**src/design/cmp_irq_pkg.sv**
```systemverilog
// Constants for the low-input comparator edge interrupt selection block.
// Assumes one 250 MHz clock and an AHB-Lite register bus.
package cmp_irq_pkg;

    // Channel layout
    localparam int CHANNELS = 12;
    localparam int GROUP_SIZE = 4;
    localparam int GROUPS = 3;
    localparam int CODE_W = 2;
    localparam int SEL_W = 24;
    localparam int THR_W = 6;
    localparam int LEVEL_W = 8;

    // Register indices; byte address is four times the index
    localparam logic [9:0] THR_INDEX = 10'h021;
    localparam logic [9:0] SEL_INDEX = 10'h022;
    localparam logic [9:0] STATE_INDEX = 10'h040;

    // Reset values
    localparam logic [SEL_W-1:0] SEL_RESET = 24'h000000;
    localparam logic [THR_W-1:0] THR_RESET = 6'h00;

    // Edge selection codes
    localparam logic [CODE_W-1:0] EDGE_NONE = 2'h0;
    localparam logic [CODE_W-1:0] EDGE_RISE = 2'h1;
    localparam logic [CODE_W-1:0] EDGE_FALL = 2'h2;
    localparam logic [CODE_W-1:0] EDGE_BOTH = 2'h3;

    // Threshold codes and voltages, level samples in 100 mV steps
    localparam logic [CODE_W-1:0] THR_CODE_2V0 = 2'h0;
    localparam logic [CODE_W-1:0] THR_CODE_2V7 = 2'h1;
    localparam logic [CODE_W-1:0] THR_CODE_3V0 = 2'h2;
    localparam logic [CODE_W-1:0] THR_CODE_4V0 = 2'h3;
    localparam int LSB_MV = 100;
    localparam int THR_2V0_MV = 2000;
    localparam int THR_2V7_MV = 2700;
    localparam int THR_3V0_MV = 3000;
    localparam int THR_4V0_MV = 4000;

    // AHB-Lite encodings
    localparam logic [1:0] HTRANS_NONSEQ = 2'h2;
    localparam logic [2:0] HSIZE_WORD = 3'h2;
    localparam logic HRESP_OKAY = 1'b0;

endpackage : cmp_irq_pkg

```
**src/design/thr_decode.sv**
```systemverilog
// Maps a two-bit comparator threshold code to a level reference.
// Assumes level samples in the package's 100 mV steps.
module thr_decode
#(
    parameter int LW = cmp_irq_pkg::LEVEL_W
)
(
    // Code in, reference out
    input wire logic [cmp_irq_pkg::CODE_W-1:0] code_i,
    output logic [LW-1:0] ref_o
);

    always_comb
    begin
        case (code_i)
            cmp_irq_pkg::THR_CODE_2V0:
                ref_o = LW'(cmp_irq_pkg::THR_2V0_MV / cmp_irq_pkg::LSB_MV);
            cmp_irq_pkg::THR_CODE_2V7:
                ref_o = LW'(cmp_irq_pkg::THR_2V7_MV / cmp_irq_pkg::LSB_MV);
            cmp_irq_pkg::THR_CODE_3V0:
                ref_o = LW'(cmp_irq_pkg::THR_3V0_MV / cmp_irq_pkg::LSB_MV);
            default:
                ref_o = LW'(cmp_irq_pkg::THR_4V0_MV / cmp_irq_pkg::LSB_MV);
        endcase
    end

endmodule : thr_decode

```
**src/design/chan_edge_detect.sv**
```systemverilog
// One channel: threshold compare, previous-sample memory, edge select.
// Assumes samples and their strobe come from logic on the same clock.
module chan_edge_detect
#(
    parameter int LW = cmp_irq_pkg::LEVEL_W
)
(
    // Clock and reset
    input wire logic ref_clk_i,
    input wire logic rst_i,
    // Sample and configuration
    input wire logic [LW-1:0] level_i,
    input wire logic [LW-1:0] ref_i,
    input wire logic [cmp_irq_pkg::CODE_W-1:0] sel_i,
    input wire logic valid_i,
    // Results
    output logic above_o,
    output logic event_o
);

    logic above_now;
    logic primed_r;
    logic rise;
    logic fall;

    assign above_now = (level_i > ref_i);

    always_ff @(posedge ref_clk_i or posedge rst_i)
    begin
        if (rst_i)
        begin
            above_o <= 1'b0;
            primed_r <= 1'b0;
        end
        else if (valid_i)
        begin
            above_o <= above_now;
            primed_r <= 1'b1;
        end
    end

    assign rise = valid_i && primed_r && above_now && !above_o;
    assign fall = valid_i && primed_r && !above_now && above_o;

    always_ff @(posedge ref_clk_i or posedge rst_i)
    begin
        if (rst_i)
            event_o <= 1'b0;
        else
        begin
            case (sel_i)
                cmp_irq_pkg::EDGE_RISE: event_o <= rise;
                cmp_irq_pkg::EDGE_FALL: event_o <= fall;
                cmp_irq_pkg::EDGE_BOTH: event_o <= rise || fall;
                default: event_o <= 1'b0;
            endcase
        end
    end

    property p_none;
        @(posedge ref_clk_i) disable iff (rst_i)
        sel_i == cmp_irq_pkg::EDGE_NONE |=> !event_o;
    endproperty
    a_none: assert property (p_none)
        else $error("event raised with code zero");

    property p_rise;
        @(posedge ref_clk_i) disable iff (rst_i)
        sel_i == cmp_irq_pkg::EDGE_RISE
            |=> event_o == ($rose(above_o) && $past(primed_r));
    endproperty
    a_rise: assert property (p_rise)
        else $error("rise select mismatch");

    property p_fall;
        @(posedge ref_clk_i) disable iff (rst_i)
        (sel_i == cmp_irq_pkg::EDGE_FALL && valid_i && primed_r
            && above_o && level_i <= ref_i) |=> event_o;
    endproperty
    a_fall: assert property (p_fall)
        else $error("falling crossing missed");

    property p_both;
        @(posedge ref_clk_i) disable iff (rst_i)
        (sel_i == cmp_irq_pkg::EDGE_BOTH && valid_i && primed_r)
            |=> event_o == $changed(above_o);
    endproperty
    a_both: assert property (p_both)
        else $error("both-edge select mismatch");

    property p_one_per_change;
        @(posedge ref_clk_i) disable iff (rst_i)
        !valid_i |=> !event_o;
    endproperty
    a_one_per_change: assert property (p_one_per_change)
        else $error("event without a new sample");

endmodule : chan_edge_detect

```
**src/design/comparator_edge_irq_select_low.sv**
```systemverilog
// Comparator edge interrupt selection for inputs 0 to 11, AHB-Lite slave.
// Assumes level samples arrive with a strobe from logic on ref_clk_i.
module comparator_edge_irq_select_low
#(
    parameter int CH = cmp_irq_pkg::CHANNELS,
    parameter int LW = cmp_irq_pkg::LEVEL_W
)
(
    // Clock and reset
    input wire logic ref_clk_i,
    input wire logic rst_i,
    // AHB-Lite slave
    input wire logic hsel_i,
    input wire logic [31:0] haddr_i,
    input wire logic [1:0] htrans_i,
    input wire logic hwrite_i,
    input wire logic [2:0] hsize_i,
    input wire logic [31:0] hwdata_i,
    input wire logic hready_i,
    output logic hreadyout_o,
    output logic hresp_o,
    output logic [31:0] hrdata_o,
    // Comparator samples
    input wire logic [CH*LW-1:0] level_i,
    input wire logic sample_valid_i,
    // Results
    output logic [CH-1:0] irq_event_o,
    output logic [CH-1:0] comp_above_o
);

    localparam int GR = cmp_irq_pkg::GROUPS;
    localparam int GS = cmp_irq_pkg::GROUP_SIZE;
    localparam int CW = cmp_irq_pkg::CODE_W;

    // Bus phase tracking
    logic addr_take;
    logic dphase_r;
    logic dwrite_r;
    logic dword_r;
    logic [9:0] dindex_r;
    logic [9:0] aindex;

    // Registers
    logic [cmp_irq_pkg::SEL_W-1:0] sel_r;
    logic [cmp_irq_pkg::SEL_W-1:0] sel_nxt;
    logic [cmp_irq_pkg::THR_W-1:0] thr_r;
    logic [cmp_irq_pkg::THR_W-1:0] thr_nxt;
    logic wr_sel;
    logic wr_thr;
    logic [31:0] rdata_nxt;

    // Per-group references
    logic [LW-1:0] group_ref [GR];

    assign aindex = haddr_i[11:2];
    assign addr_take = hsel_i && hready_i
        && (htrans_i == cmp_irq_pkg::HTRANS_NONSEQ);

    // Zero wait states, always OKAY
    assign hreadyout_o = 1'b1;
    assign hresp_o = cmp_irq_pkg::HRESP_OKAY;

    always_ff @(posedge ref_clk_i or posedge rst_i)
    begin
        if (rst_i)
        begin
            dphase_r <= 1'b0;
            dwrite_r <= 1'b0;
            dword_r <= 1'b0;
            dindex_r <= 10'h000;
        end
        else if (hready_i)
        begin
            dphase_r <= addr_take;
            dwrite_r <= addr_take && hwrite_i;
            dword_r <= (hsize_i == cmp_irq_pkg::HSIZE_WORD);
            dindex_r <= aindex;
        end
    end

    // Word writes only; narrower ones are ignored
    assign wr_sel = dphase_r && dwrite_r && dword_r
        && (dindex_r == cmp_irq_pkg::SEL_INDEX);
    assign wr_thr = dphase_r && dwrite_r && dword_r
        && (dindex_r == cmp_irq_pkg::THR_INDEX);

    always_comb
    begin
        sel_nxt = sel_r;
        thr_nxt = thr_r;
        if (wr_sel)
            sel_nxt = hwdata_i[cmp_irq_pkg::SEL_W-1:0];
        if (wr_thr)
            thr_nxt = hwdata_i[cmp_irq_pkg::THR_W-1:0];
    end

    always_ff @(posedge ref_clk_i or posedge rst_i)
    begin
        if (rst_i)
            sel_r <= cmp_irq_pkg::SEL_RESET;
        else
            sel_r <= sel_nxt;
    end

    always_ff @(posedge ref_clk_i or posedge rst_i)
    begin
        if (rst_i)
            thr_r <= cmp_irq_pkg::THR_RESET;
        else
            thr_r <= thr_nxt;
    end

    // read mux, forwarded from a write in flight
    always_comb
    begin
        rdata_nxt = 32'h00000000;
        case (aindex)
            cmp_irq_pkg::SEL_INDEX:
                rdata_nxt[cmp_irq_pkg::SEL_W-1:0] = sel_nxt;
            cmp_irq_pkg::THR_INDEX:
                rdata_nxt[cmp_irq_pkg::THR_W-1:0] = thr_nxt;
            cmp_irq_pkg::STATE_INDEX:
                rdata_nxt[CH-1:0] = comp_above_o;
            default:
                rdata_nxt = 32'h00000000;
        endcase
    end

    always_ff @(posedge ref_clk_i or posedge rst_i)
    begin
        if (rst_i)
            hrdata_o <= 32'h00000000;
        else if (addr_take && !hwrite_i)
            hrdata_o <= rdata_nxt;
    end

    generate
        for (genvar g = 0; g < GR; g++)
        begin : g_group
            thr_decode #(
                .LW(LW)
            ) u_dec (
                .code_i(thr_r[g*CW +: CW]),
                .ref_o(group_ref[g])
            );
        end
    endgenerate

    // channel n takes code pair n and group n/4
    generate
        for (genvar n = 0; n < CH; n++)
        begin : g_chan
            chan_edge_detect #(
                .LW(LW)
            ) u_chan (
                .ref_clk_i(ref_clk_i),
                .rst_i(rst_i),
                .level_i(level_i[n*LW +: LW]),
                .ref_i(group_ref[n / GS]),
                .sel_i(sel_r[n*CW +: CW]),
                .valid_i(sample_valid_i),
                .above_o(comp_above_o[n]),
                .event_o(irq_event_o[n])
            );
        end
    endgenerate

    // Helper: any write to the selection register seen since reset
    logic wr_seen_r;
    always_ff @(posedge ref_clk_i or posedge rst_i)
    begin
        if (rst_i)
            wr_seen_r <= 1'b0;
        else if (wr_sel)
            wr_seen_r <= 1'b1;
    end

    property p_reset_zero;
        @(posedge ref_clk_i) disable iff (rst_i)
        !wr_seen_r |-> (sel_r == cmp_irq_pkg::SEL_RESET && irq_event_o == '0);
    endproperty
    a_reset_zero: assert property (p_reset_zero)
        else $error("selection not zero before first write");

    property p_field_place;
        @(posedge ref_clk_i) disable iff (rst_i)
        wr_sel |=> sel_r[23:22] == $past(hwdata_i[23:22])
            && sel_r[1:0] == $past(hwdata_i[1:0]);
    endproperty
    a_field_place: assert property (p_field_place)
        else $error("selection field landed in the wrong bits");

    property p_readback;
        @(posedge ref_clk_i) disable iff (rst_i)
        (addr_take && !hwrite_i && aindex == cmp_irq_pkg::SEL_INDEX)
            |=> hrdata_o == {8'h00, sel_r};
    endproperty
    a_readback: assert property (p_readback)
        else $error("selection readback differs from stored value");

    property p_group_ref;
        @(posedge ref_clk_i) disable iff (rst_i)
        wr_thr && hwdata_i[5:4] == cmp_irq_pkg::THR_CODE_4V0
            |=> group_ref[2] ==
                LW'(cmp_irq_pkg::THR_4V0_MV / cmp_irq_pkg::LSB_MV)
            && thr_r[5:4] == cmp_irq_pkg::THR_CODE_4V0;
    endproperty
    a_group_ref: assert property (p_group_ref)
        else $error("upper group reference not taken from its field");

    property p_thr_2v7;
        @(posedge ref_clk_i) disable iff (rst_i)
        thr_r[3:2] == cmp_irq_pkg::THR_CODE_2V7 |->
            group_ref[1] ==
                LW'(cmp_irq_pkg::THR_2V7_MV / cmp_irq_pkg::LSB_MV);
    endproperty
    a_thr_2v7: assert property (p_thr_2v7)
        else $error("threshold code 1 not decoded to 2.7 V");

    property p_thr_2v0;
        @(posedge ref_clk_i) disable iff (rst_i)
        thr_r[1:0] == cmp_irq_pkg::THR_CODE_2V0 |->
            group_ref[0] == LW'(cmp_irq_pkg::THR_2V0_MV / cmp_irq_pkg::LSB_MV);
    endproperty
    a_thr_2v0: assert property (p_thr_2v0)
        else $error("threshold code 0 not decoded to 2 V");

    property p_thr_3v0;
        @(posedge ref_clk_i) disable iff (rst_i)
        thr_r[5:4] == cmp_irq_pkg::THR_CODE_3V0 |->
            group_ref[2] == LW'(cmp_irq_pkg::THR_3V0_MV / cmp_irq_pkg::LSB_MV);
    endproperty
    a_thr_3v0: assert property (p_thr_3v0)
        else $error("threshold code 2 not decoded to 3 V");

    property p_sel_hold;
        @(posedge ref_clk_i) disable iff (rst_i)
        !wr_sel |=> sel_r == $past(sel_r);
    endproperty
    a_sel_hold: assert property (p_sel_hold)
        else $error("selection changed without a write");

    property p_thr_store;
        @(posedge ref_clk_i) disable iff (rst_i)
        wr_thr |=> thr_r == $past(hwdata_i[cmp_irq_pkg::THR_W-1:0]);
    endproperty
    a_thr_store: assert property (p_thr_store)
        else $error("threshold write not stored");

    property p_thr_hold;
        @(posedge ref_clk_i) disable iff (rst_i)
        !wr_thr |=> thr_r == $past(thr_r);
    endproperty
    a_thr_hold: assert property (p_thr_hold)
        else $error("threshold changed without a write");

    property p_thr_readback;
        @(posedge ref_clk_i) disable iff (rst_i)
        (addr_take && !hwrite_i && aindex == cmp_irq_pkg::THR_INDEX)
            |=> hrdata_o == 32'(thr_r);
    endproperty
    a_thr_readback: assert property (p_thr_readback)
        else $error("threshold readback differs from stored value");

    property p_unmapped_zero;
        @(posedge ref_clk_i) disable iff (rst_i)
        (addr_take && !hwrite_i && aindex != cmp_irq_pkg::SEL_INDEX
            && aindex != cmp_irq_pkg::THR_INDEX
            && aindex != cmp_irq_pkg::STATE_INDEX) |=> hrdata_o == '0;
    endproperty
    a_unmapped_zero: assert property (p_unmapped_zero)
        else $error("unmapped read returned nonzero data");

    property p_state_read;
        @(posedge ref_clk_i) disable iff (rst_i)
        (addr_take && !hwrite_i && aindex == cmp_irq_pkg::STATE_INDEX)
            |=> hrdata_o == 32'($past(comp_above_o));
    endproperty
    a_state_read: assert property (p_state_read)
        else $error("state readback differs from compare flags");

    generate
        for (genvar n = 0; n < CH; n++)
        begin : g_chk
            property p_above_set;
                @(posedge ref_clk_i) disable iff (rst_i)
                sample_valid_i && level_i[n*LW +: LW] > group_ref[n / GS]
                    |=> comp_above_o[n];
            endproperty
            a_above_set: assert property (p_above_set)
                else $error("compare flag not set above group reference");
            property p_above_clr;
                @(posedge ref_clk_i) disable iff (rst_i)
                sample_valid_i && level_i[n*LW +: LW] <= group_ref[n / GS]
                    |=> !comp_above_o[n];
            endproperty
            a_above_clr: assert property (p_above_clr)
                else $error("compare flag set at or below group reference");
        end
    endgenerate

endmodule : comparator_edge_irq_select_low

```
**config.mk**
```make
export PLATFORM = sky130hd
export DESIGN_NAME = comparator_edge_irq_select_low
export DESIGN_NICKNAME = d
export VERILOG_FILES = /design/src/design/cmp_irq_pkg.sv /design/src/design/thr_decode.sv /design/src/design/chan_edge_detect.sv /design/src/design/comparator_edge_irq_select_low.sv
export SDC_FILE = /design/constraint.sdc
export NUM_CORES = 1
export LEC_CHECK = 0
export BUFFER_PORTS_ARGS = -buffer_cell sky130_fd_sc_hd__buf_4
export CORE_AREA = 2 2 158 160
export CTS_CLUSTER_DIAMETER = 150
export DETAILED_ROUTE_END_ITERATION = 12
export DIE_AREA = 0 0 160 162
export PLACE_DENSITY = 0.62
export SYNTH_ARGS = -nofsm -noshare
export SYNTH_HDL_FRONTEND = slang
export SYNTH_HIERARCHICAL = 1
export SYNTH_SLANG_ARGS = --single-unit
export TNS_END_PERCENT = 100
```
**constraint.sdc**
```tcl
create_clock -name ref_clk_i -period 6.3 [get_ports ref_clk_i]
set_clock_uncertainty 0.1 [all_clocks]
set_input_delay 0.63 -clock ref_clk_i [delete_from_list [all_inputs] [get_ports ref_clk_i]]
set_output_delay 0.63 -clock ref_clk_i [all_outputs]
set_load 0.02 [all_outputs]
```
==> flow_summary.json, run 1 <==
{
  "syn_inst": 789,
  "worstSetupStartpoint": "haddr_i[4]",
  "final_cells": 1304,
  "cts_resized": 0,
  "hold_buffers": 0,
  "drt_iter0_drc": 276,
  "whs_ns": 0.155,
  "cts_tree": "built",
  "synth_ff_type": "dfrtp_1",
  "chipWidth_um": 160,
  "place_hpwl_um": 16600,
  "fmax_mhz": 300,
  "drive_gt1_share_pct": 30.4,
  "worstSkewPairLatency_ns": 0.36,
  "row_count": 57,
  "path_max_fanout": 12,
  "antenna_found_initial": 0,
  "post-cts-setup-buffers": 0,
  "drc": 0,
  "rsz0062_at_grt": "false",
  "critPathKind": "primary input to flip-flop",
  "core_um2": 24100,
  "fin_util_pct": 40.0,
  "design_power_total_mw": 1.66,
  "tns_ns": 0,
  "ys_seq_area_share_pct": 33.7,
  "ios": 229,
  "power.leakage_nw": 4.96,
  "yosysWarnings": 6,
  "yosys.cell_types.count": 60,
  "dpl_cell_area_um2": 9340,
  "reg2regPathDepth": 6,
  "final_hold_viol_count": 0,
  "die_y_um": 162,
  "drv_cap": 0,
  "cts_inserted_buffers": 9,
  "required_ns": 6.50,
  "routed_wl_um": 20600,
  "drv_slew": 0,
  "synth_area_per_cell_um2": 9.69,
  "synthArstFlopShare_pct": 100,
  "nets": 1257,
  "powerDensity_nw_per_um2": 172,
  "wire_per_inst_um": 15.8,
  "fillCellCount": 2442,
  "grt_usage_pct": 15.9,
  "placed_cells": 1288,
  "gp_congestion": 0.821,
  "syn_area_um2": 7650,
  "cts_sinks": 103,
  "root_buffer": "clkbuf_16",
  "ys_seq_elements": 103,
  "fin_ws_ns": 2.96,
  "htreeDepth": 3,
  "tightest_slew_ns": 1.12,
  "vias_per_cell": 4.79,
  "hp-class": "primary input to async pin",
  "slew-limit-headroom_pct": 24.9,
  "reg2reg_from": "dindex_r[2]",
  "drtAntennaViolNets": 0,
  "max-clock-path-buffers": 2,
  "vias": 6251,
  "crit_arrival_ns": 3.53,
  "fin_crit_ns": 3.34,
  "worst-r2r-setup-slack_ns": 3.65,
  "grt_max_degree": 53,
  "finalSetupViolCount": 0,
  "finalCritPeriodShare_pct": 53.0,
  "final_cell_area_um2": 9650,
  "start_util_pct": 31.7,
  "die-area_um2": 25900,
  "grt_pass1_vias": 6286,
  "grt_overflow": 0,
  "critPathLaunchType": "primary input",
  "crit_path_end_kind": "flip-flop",
  "grt_pass1_wl_um": 32700,
  "peakVddDrop_mv": 0.119,
  "clk_pin_slew_worst_paths_ns": 0.08,
  "timing.rr.end": "hrdata_o[1]",
  "status": "complete, no violations",
  "pre_cts_slack_ns": 2.62,
  "synth-edff-count": 0,
  "syn_to_final_growth_pct": 26.2,
  "port_buffers": 188,
  "antenna_cells": 0,
  "first_pass_iters": 4
}
-- per-layer routing --
metal / track usage, % / wire length (um)
met5: 0 / 0
met1: 21.3 / 9710
met2: 26.7 / 9650
met3: 3.19 / 992
met4: 3.56 / 278
-- worst max-delay path, cell delays in order --
cell and delay [ns]:
buf_4 0.11, or4_1 0.56, nor4_2 0.73, nand2_1 0.40, nor2_1 0.85, a22o_1 0.24
-- flip-flops by register name (all words and copies together) (netlist names) --
name and cells:
dindex_r 10, dphase_r 1, dword_r 1, dwrite_r 1, g_chan.u_chan/above_o 12, g_chan.u_chan/event_o 12, g_chan.u_chan/primed_r 12, hrdata_o 24
sel_r 24, thr_r 6
-- worst max path at each step --
stage / cells past startpoint / to / slack, ns
after floorplan: 6 / hrdata_o[4] / 3.76
after global placement: 6 / hrdata_o[13] / 2.63
after detailed placement: 6 / hrdata_o[22] / 2.62
after CTS: 6 / hrdata_o[22] / 3.00
after global routing: 6 / hrdata_o[18] / 2.82
final: 6 / hrdata_o[22] / 2.96
-- area by class of cell --
class	count	area, um2	share of cell area (%)
well taps	324	405	4.20
clock buffers	9	225	2.33
multi-input cells	534	4410	45.7
flip-flops and latches	103	2580	26.7
clock inverters	7	86.3	0.895
repair buffers	191	1430	14.9
inverters	136	510	5.29
-- synth_stat cells (12+ instances only) --
master	instances	share of area, %
inv_1	136	6.7
ha_1	111	18
dfrtp_1	103	34
nand2_1	55	2.7
a21oi_1	38	2.5
mux2_2	34	5.0
nor2_1	24	1.2
o211ai_1	22	2.2
nor2b_1	18	1.5
buf_4	16	1.6
o21ai_0	16	1.0
nand3_1	14	0.92
a21o_1	13	1.3
nand4_1	13	1.1
a22o_1	12	1.4
or2_2	12	0.98
-- power breakdown --
part	total (mW)	leakage [nW]	internal, mW	switching (mW)
clock	0.580	0.151	0.285	0.295
sequential	0.711	1.32	0.681	0.0295
combinational	0.368	3.49	0.180	0.188
-- layout by cell type, fill, tap and decap left out, types with 11 or more instances in the layout --
cell and count:
o21ai_0 16, a21o_1 13, nand3_1 14, nand4_1 13, buf_4 191, nand2_1 55, and4_1 11, conb_1 16
a21oi_1 38, a221oi_1 11, a22o_1 12, mux2i_1 11, dfrtp_1 103, and3_4 11, o211ai_1 22, nor2b_1 18
inv_1 135, or2_2 12, ha_1 111, a2bb2oi_1 11, mux2_2 34, nor2_1 24, a221o_1 11
-- logic make-up after synthesis --
kind of cell             share of synthesized area (%)
AND/OR/NAND/NOR                                   15.0
multiplexers                                      7.77
flip-flops                                        33.7
other                                            0.245
adder cells (fa/ha/maj)                           18.2
AO/OA/AOI/OAI                                     15.9
buffers and inverters                             9.18
Power figures use the tool's default switching activity.
==> run 2: changes to the inputs <==
--- a/config.mk
+++ b/config.mk
@@ -5,11 +5,12 @@
 export SDC_FILE = /design/constraint.sdc
 export NUM_CORES = 1
 export LEC_CHECK = 0
+export ABC_AREA = 1
 export BUFFER_PORTS_ARGS = -buffer_cell sky130_fd_sc_hd__buf_4
-export CORE_AREA = 2 2 158 160
+export CORE_AREA = 2 2 159 161
 export CTS_CLUSTER_DIAMETER = 150
 export DETAILED_ROUTE_END_ITERATION = 12
-export DIE_AREA = 0 0 160 162
+export DIE_AREA = 0 0 161 163
 export PLACE_DENSITY = 0.62
 export SYNTH_ARGS = -nofsm -noshare
 export SYNTH_HDL_FRONTEND = slang
==> constraint.sdc (replaced) <==
create_clock -name ref_clk_i -period 3.5 [get_ports ref_clk_i]
set_clock_uncertainty 0.1 [all_clocks]
set_input_delay 0.35 -clock ref_clk_i [delete_from_list [all_inputs] [get_ports ref_clk_i]]
set_output_delay 0.35 -clock ref_clk_i [all_outputs]
set_load 0.02 [all_outputs]
==> run 2 against run 1 <==
- area after synthesis up 0.75%
- wire length rose by 0.13%
- largest power group unchanged
- worst setup slack worse by 1.8 ns
- sequential share of layout area shrank 0.073 points
- die area is 1.2% higher
- core utilization shrank 0.82 points
- critical endpoint is now g_chan[11].u_chan/event_o
- design area increased by 0.27%
- count of clock-buffer cells in the layout unchanged
- highest routed layer unchanged
==> flow_summary.json, run 2 <==
{
  "fin_ws_ns": 1.17,
  "drtAntennaViolNets": 0,
  "ys_seq_area_share_pct": 33.4,
  "slowest_delay_ns": 0.44,
  "worstSetupStartpoint": "thr_r[4]",
  "htreeDepth": 3,
  "tns_ns": 0,
  "status": "complete, no violations",
  "peakVddDrop_mv": 0.240,
  "cpMaxStageDelayCell": "dfrtp_1",
  "p_int_mw": 1.95,
  "routed_wl_um": 20700,
  "cts_inserted_buffers": 9,
  "yosysMostFrequentCell": "nand2_1",
  "reg2regPathDepth": 13,
  "crit_path_end_kind": "flip-flop",
  "wire_per_inst_um": 13.4,
  "synth_area_leaders": "dfrtp_1, ha_1, nand2_1, inv_1, nand3_1",
  "port_buffers": 188,
  "reg2reg_from": "thr_r[4]",
  "reg_top3": "hrdata_o x24, sel_r x24",
  "worst-r2r-setup-slack_ns": 1.17,
  "drv_slew": 0,
  "finalCritPeriodShare_pct": 66.6,
  "powerDensity_nw_per_um2": 282,
  "critPathKind": "flip-flop to flip-flop",
  "seqPwrFrac_pct": 46.3,
  "chipWidth_um": 161,
  "clk_pin_slew_worst_paths_ns": 0.07,
  "drive_gt1_share_pct": 22.1,
  "final_cell_mix": "nand2_1, inv_1, buf_4",
  "fin_crit_ns": 2.33,
  "grt_usage_pct": 15.9,
  "tightest_slew_ns": 0.890,
  "rsz0062_at_grt": "false",
  "path_max_fanout": 6,
  "fillCellCount": 2578,
  "nets": 1487,
  "cpMostUsedCell": "nand2_1",
  "syn_to_final_growth_pct": 25.6,
  "row_count": 58,
  "layout_commonest_cell": "nand2_1",
  "grt_overflow": 0,
  "vias": 6772,
  "grt_pass1_vias": 6491,
  "switching_share_pct": 28.5,
  "grt_pass1_wl_um": 33100,
  "max-clock-path-buffers": 2,
  "multi_input_comb_area_um2": 4100,
  "hp-class": "primary input to flip-flop",
  "register_area_um2": 2580,
  "place_hpwl_um": 16700,
  "power_frac_comb_pct": 19.8,
  "syn_area_um2": 7710,
  "drt_iter0_drc": 339,
  "synth-edff-count": 0,
  "gp_congestion": 0.779,
  "yosys.cell_types.count": 35,
  "antenna_cells": 0,
  "synth_commonest_cells": "nand2_1, inv_1, ha_1",
  "pre_cts_slack_ns": 1.21,
  "first_pass_iters": 5,
  "critPathLaunchType": "flip-flop",
  "yosys.area.top_type": "dfrtp_1",
  "die-area_um2": 26200,
  "start_util_pct": 31.2,
  "slew-limit-headroom_pct": 40.2,
  "fmax_mhz": 429,
  "finalSetupViolCount": 0,
  "switching_power_mw": 0.777,
  "root_buffer": "clkbuf_16",
  "cts_sinks": 103,
  "required_ns": 3.64,
  "path_cells": "ha_1 > nor2_1 > inv_1 > ha_1 > nand2_1 > inv_1 > nand2_1 > nand2_1 > nand2_1 > nand2_1 > nand2_1 > a21oi_1 > nor2_1",
  "synth_ff_type": "dfrtp_1",
  "cp-endpoint": "g_chan[11].u_chan/event_o",
  "power.leakage_nw": 5.56,
  "timing.rr.end": "g_chan[11].u_chan/event_o",
  "ys_seq_elements": 103,
  "final_hold_viol_count": 0,
  "vias_per_cell": 4.40,
  "yosysTopAreaCellShare_pct": 33.4,
  "worstSkewPairLatency_ns": 0.35,
  "cts_resized": 0,
  "clkPwrFrac_pct": 33.9,
  "syn_inst": 1018,
  "grt_max_degree": 49,
  "synth_area_per_cell_um2": 7.57,
  "antenna_found_initial": 0,
  "drc": 0,
  "ios": 229,
  "crit_arrival_ns": 2.47,
  "drv_cap": 0,
  "cts_tree": "built",
  "die_y_um": 163,
  "synthArstFlopShare_pct": 100,
  "core_um2": 24700,
  "yosysWarnings": 6
}
## run 2: cell types whose count changed in the layout (fill, tap and decap cells not counted), sizes merged, moves of 12 or more
cell and change:
nor2 +59, a22o -12, mux2 -37, nand2 +189, a21oi +13, o211ai -23
nand3 +50, o211a +12, nor2b -19, o21bai +12, inv +91
## run 2: worst min path at each step
| stage | slack [ns] | end | startpoint | depth (start not counted) |
|---|---|---|---|---|
| 3_5_place_dp | 0.25 | g_chan[0].u_chan/primed_r | rst_i | 2 |
| 6_report | 0.09 | dword_r | hsize_i[2] | 2 |
| 3_3_place_gp | 0.25 | g_chan[1].u_chan/primed_r | rst_i | 2 |
| 2_1_floorplan | 0.004 | g_chan[0].u_chan/above_o | rst_i | 1 |
| 5_1_grt | 0.09 | dword_r | hsize_i[2] | 2 |
| 4_1_cts | 0.08 | dword_r | hsize_i[2] | 2 |
## run 2: kinds of logic (layout without fill, tap and decap cells)
kind of cell	Yosys count	count (layout)	synth area share (%)
adder cells (fa/ha/maj)	111	111	18.0
AND/OR/NAND/NOR	433	433	24.8
multiplexers	4	4	0.584
other	5	16	0.244
flip-flops	103	103	33.4
buffers and inverters	257	436	13.9
AO/OA/AOI/OAI	105	105	8.98
## run 2: power groups by stage
stage               clock network [mW]  registers, mW  logic, mW
floorplan                            0           1.30      0.281
global placement                     0           1.29      0.530
detailed placement                   0           1.29      0.542
CTS                              0.949           1.26      0.544
global route                     0.992           1.27      0.614
finish                           0.924           1.26      0.540
## run 2: stage by stage
stage                     total power, mW  util [%]  hold slack (ns)  std cells  cell area, um2
after floorplan                      1.58         -          0.00364       1029            7750
after global placement               1.82      38.1            0.254       1523            9400
after detailed placement             1.83      38.1            0.253       1523            9400
after CTS                            2.76      39.2           0.0797       1538            9680
after global routing                 2.87      39.2           0.0888       1538            9680
final                                2.73      39.2           0.0893       1538            9680
## run 2: timing repair
action	in CTS	in global routing
setup buffers	0	0
hold buffers	1	0
endpoints found under the hold margin	36	0
## run 2: critical path, delay by kind of cell (launching register included)
| family | cells | cell delay (ns) |
|---|---|---|
| adders and majority gates | 2 | 0.60 |
| AOI/OAI and AO/OA | 1 | 0.14 |
| and+or+nand+nor | 8 | 0.78 |
| buffers and inverters | 2 | 0.17 |
| DFF | 1 | 0.44 |
## run 2: metal layers
layer | global-route usage (%) | part of all wire, %
met5 | 0 | 0
met4 | 3.00 | 1.2
met1 | 21.4 | 47
met3 | 3.03 | 5.5
met2 | 26.7 | 46
## run 2: layout make-up
cell class / count / area share, %
multi-input combinational: 669 / 42.4
sequential: 103 / 26.6
timing repair buffer: 192 / 15.1
inverter: 230 / 8.97
tap: 330 / 4.27
clock buffer: 9 / 2.33
clock inverter: 5 / 0.375
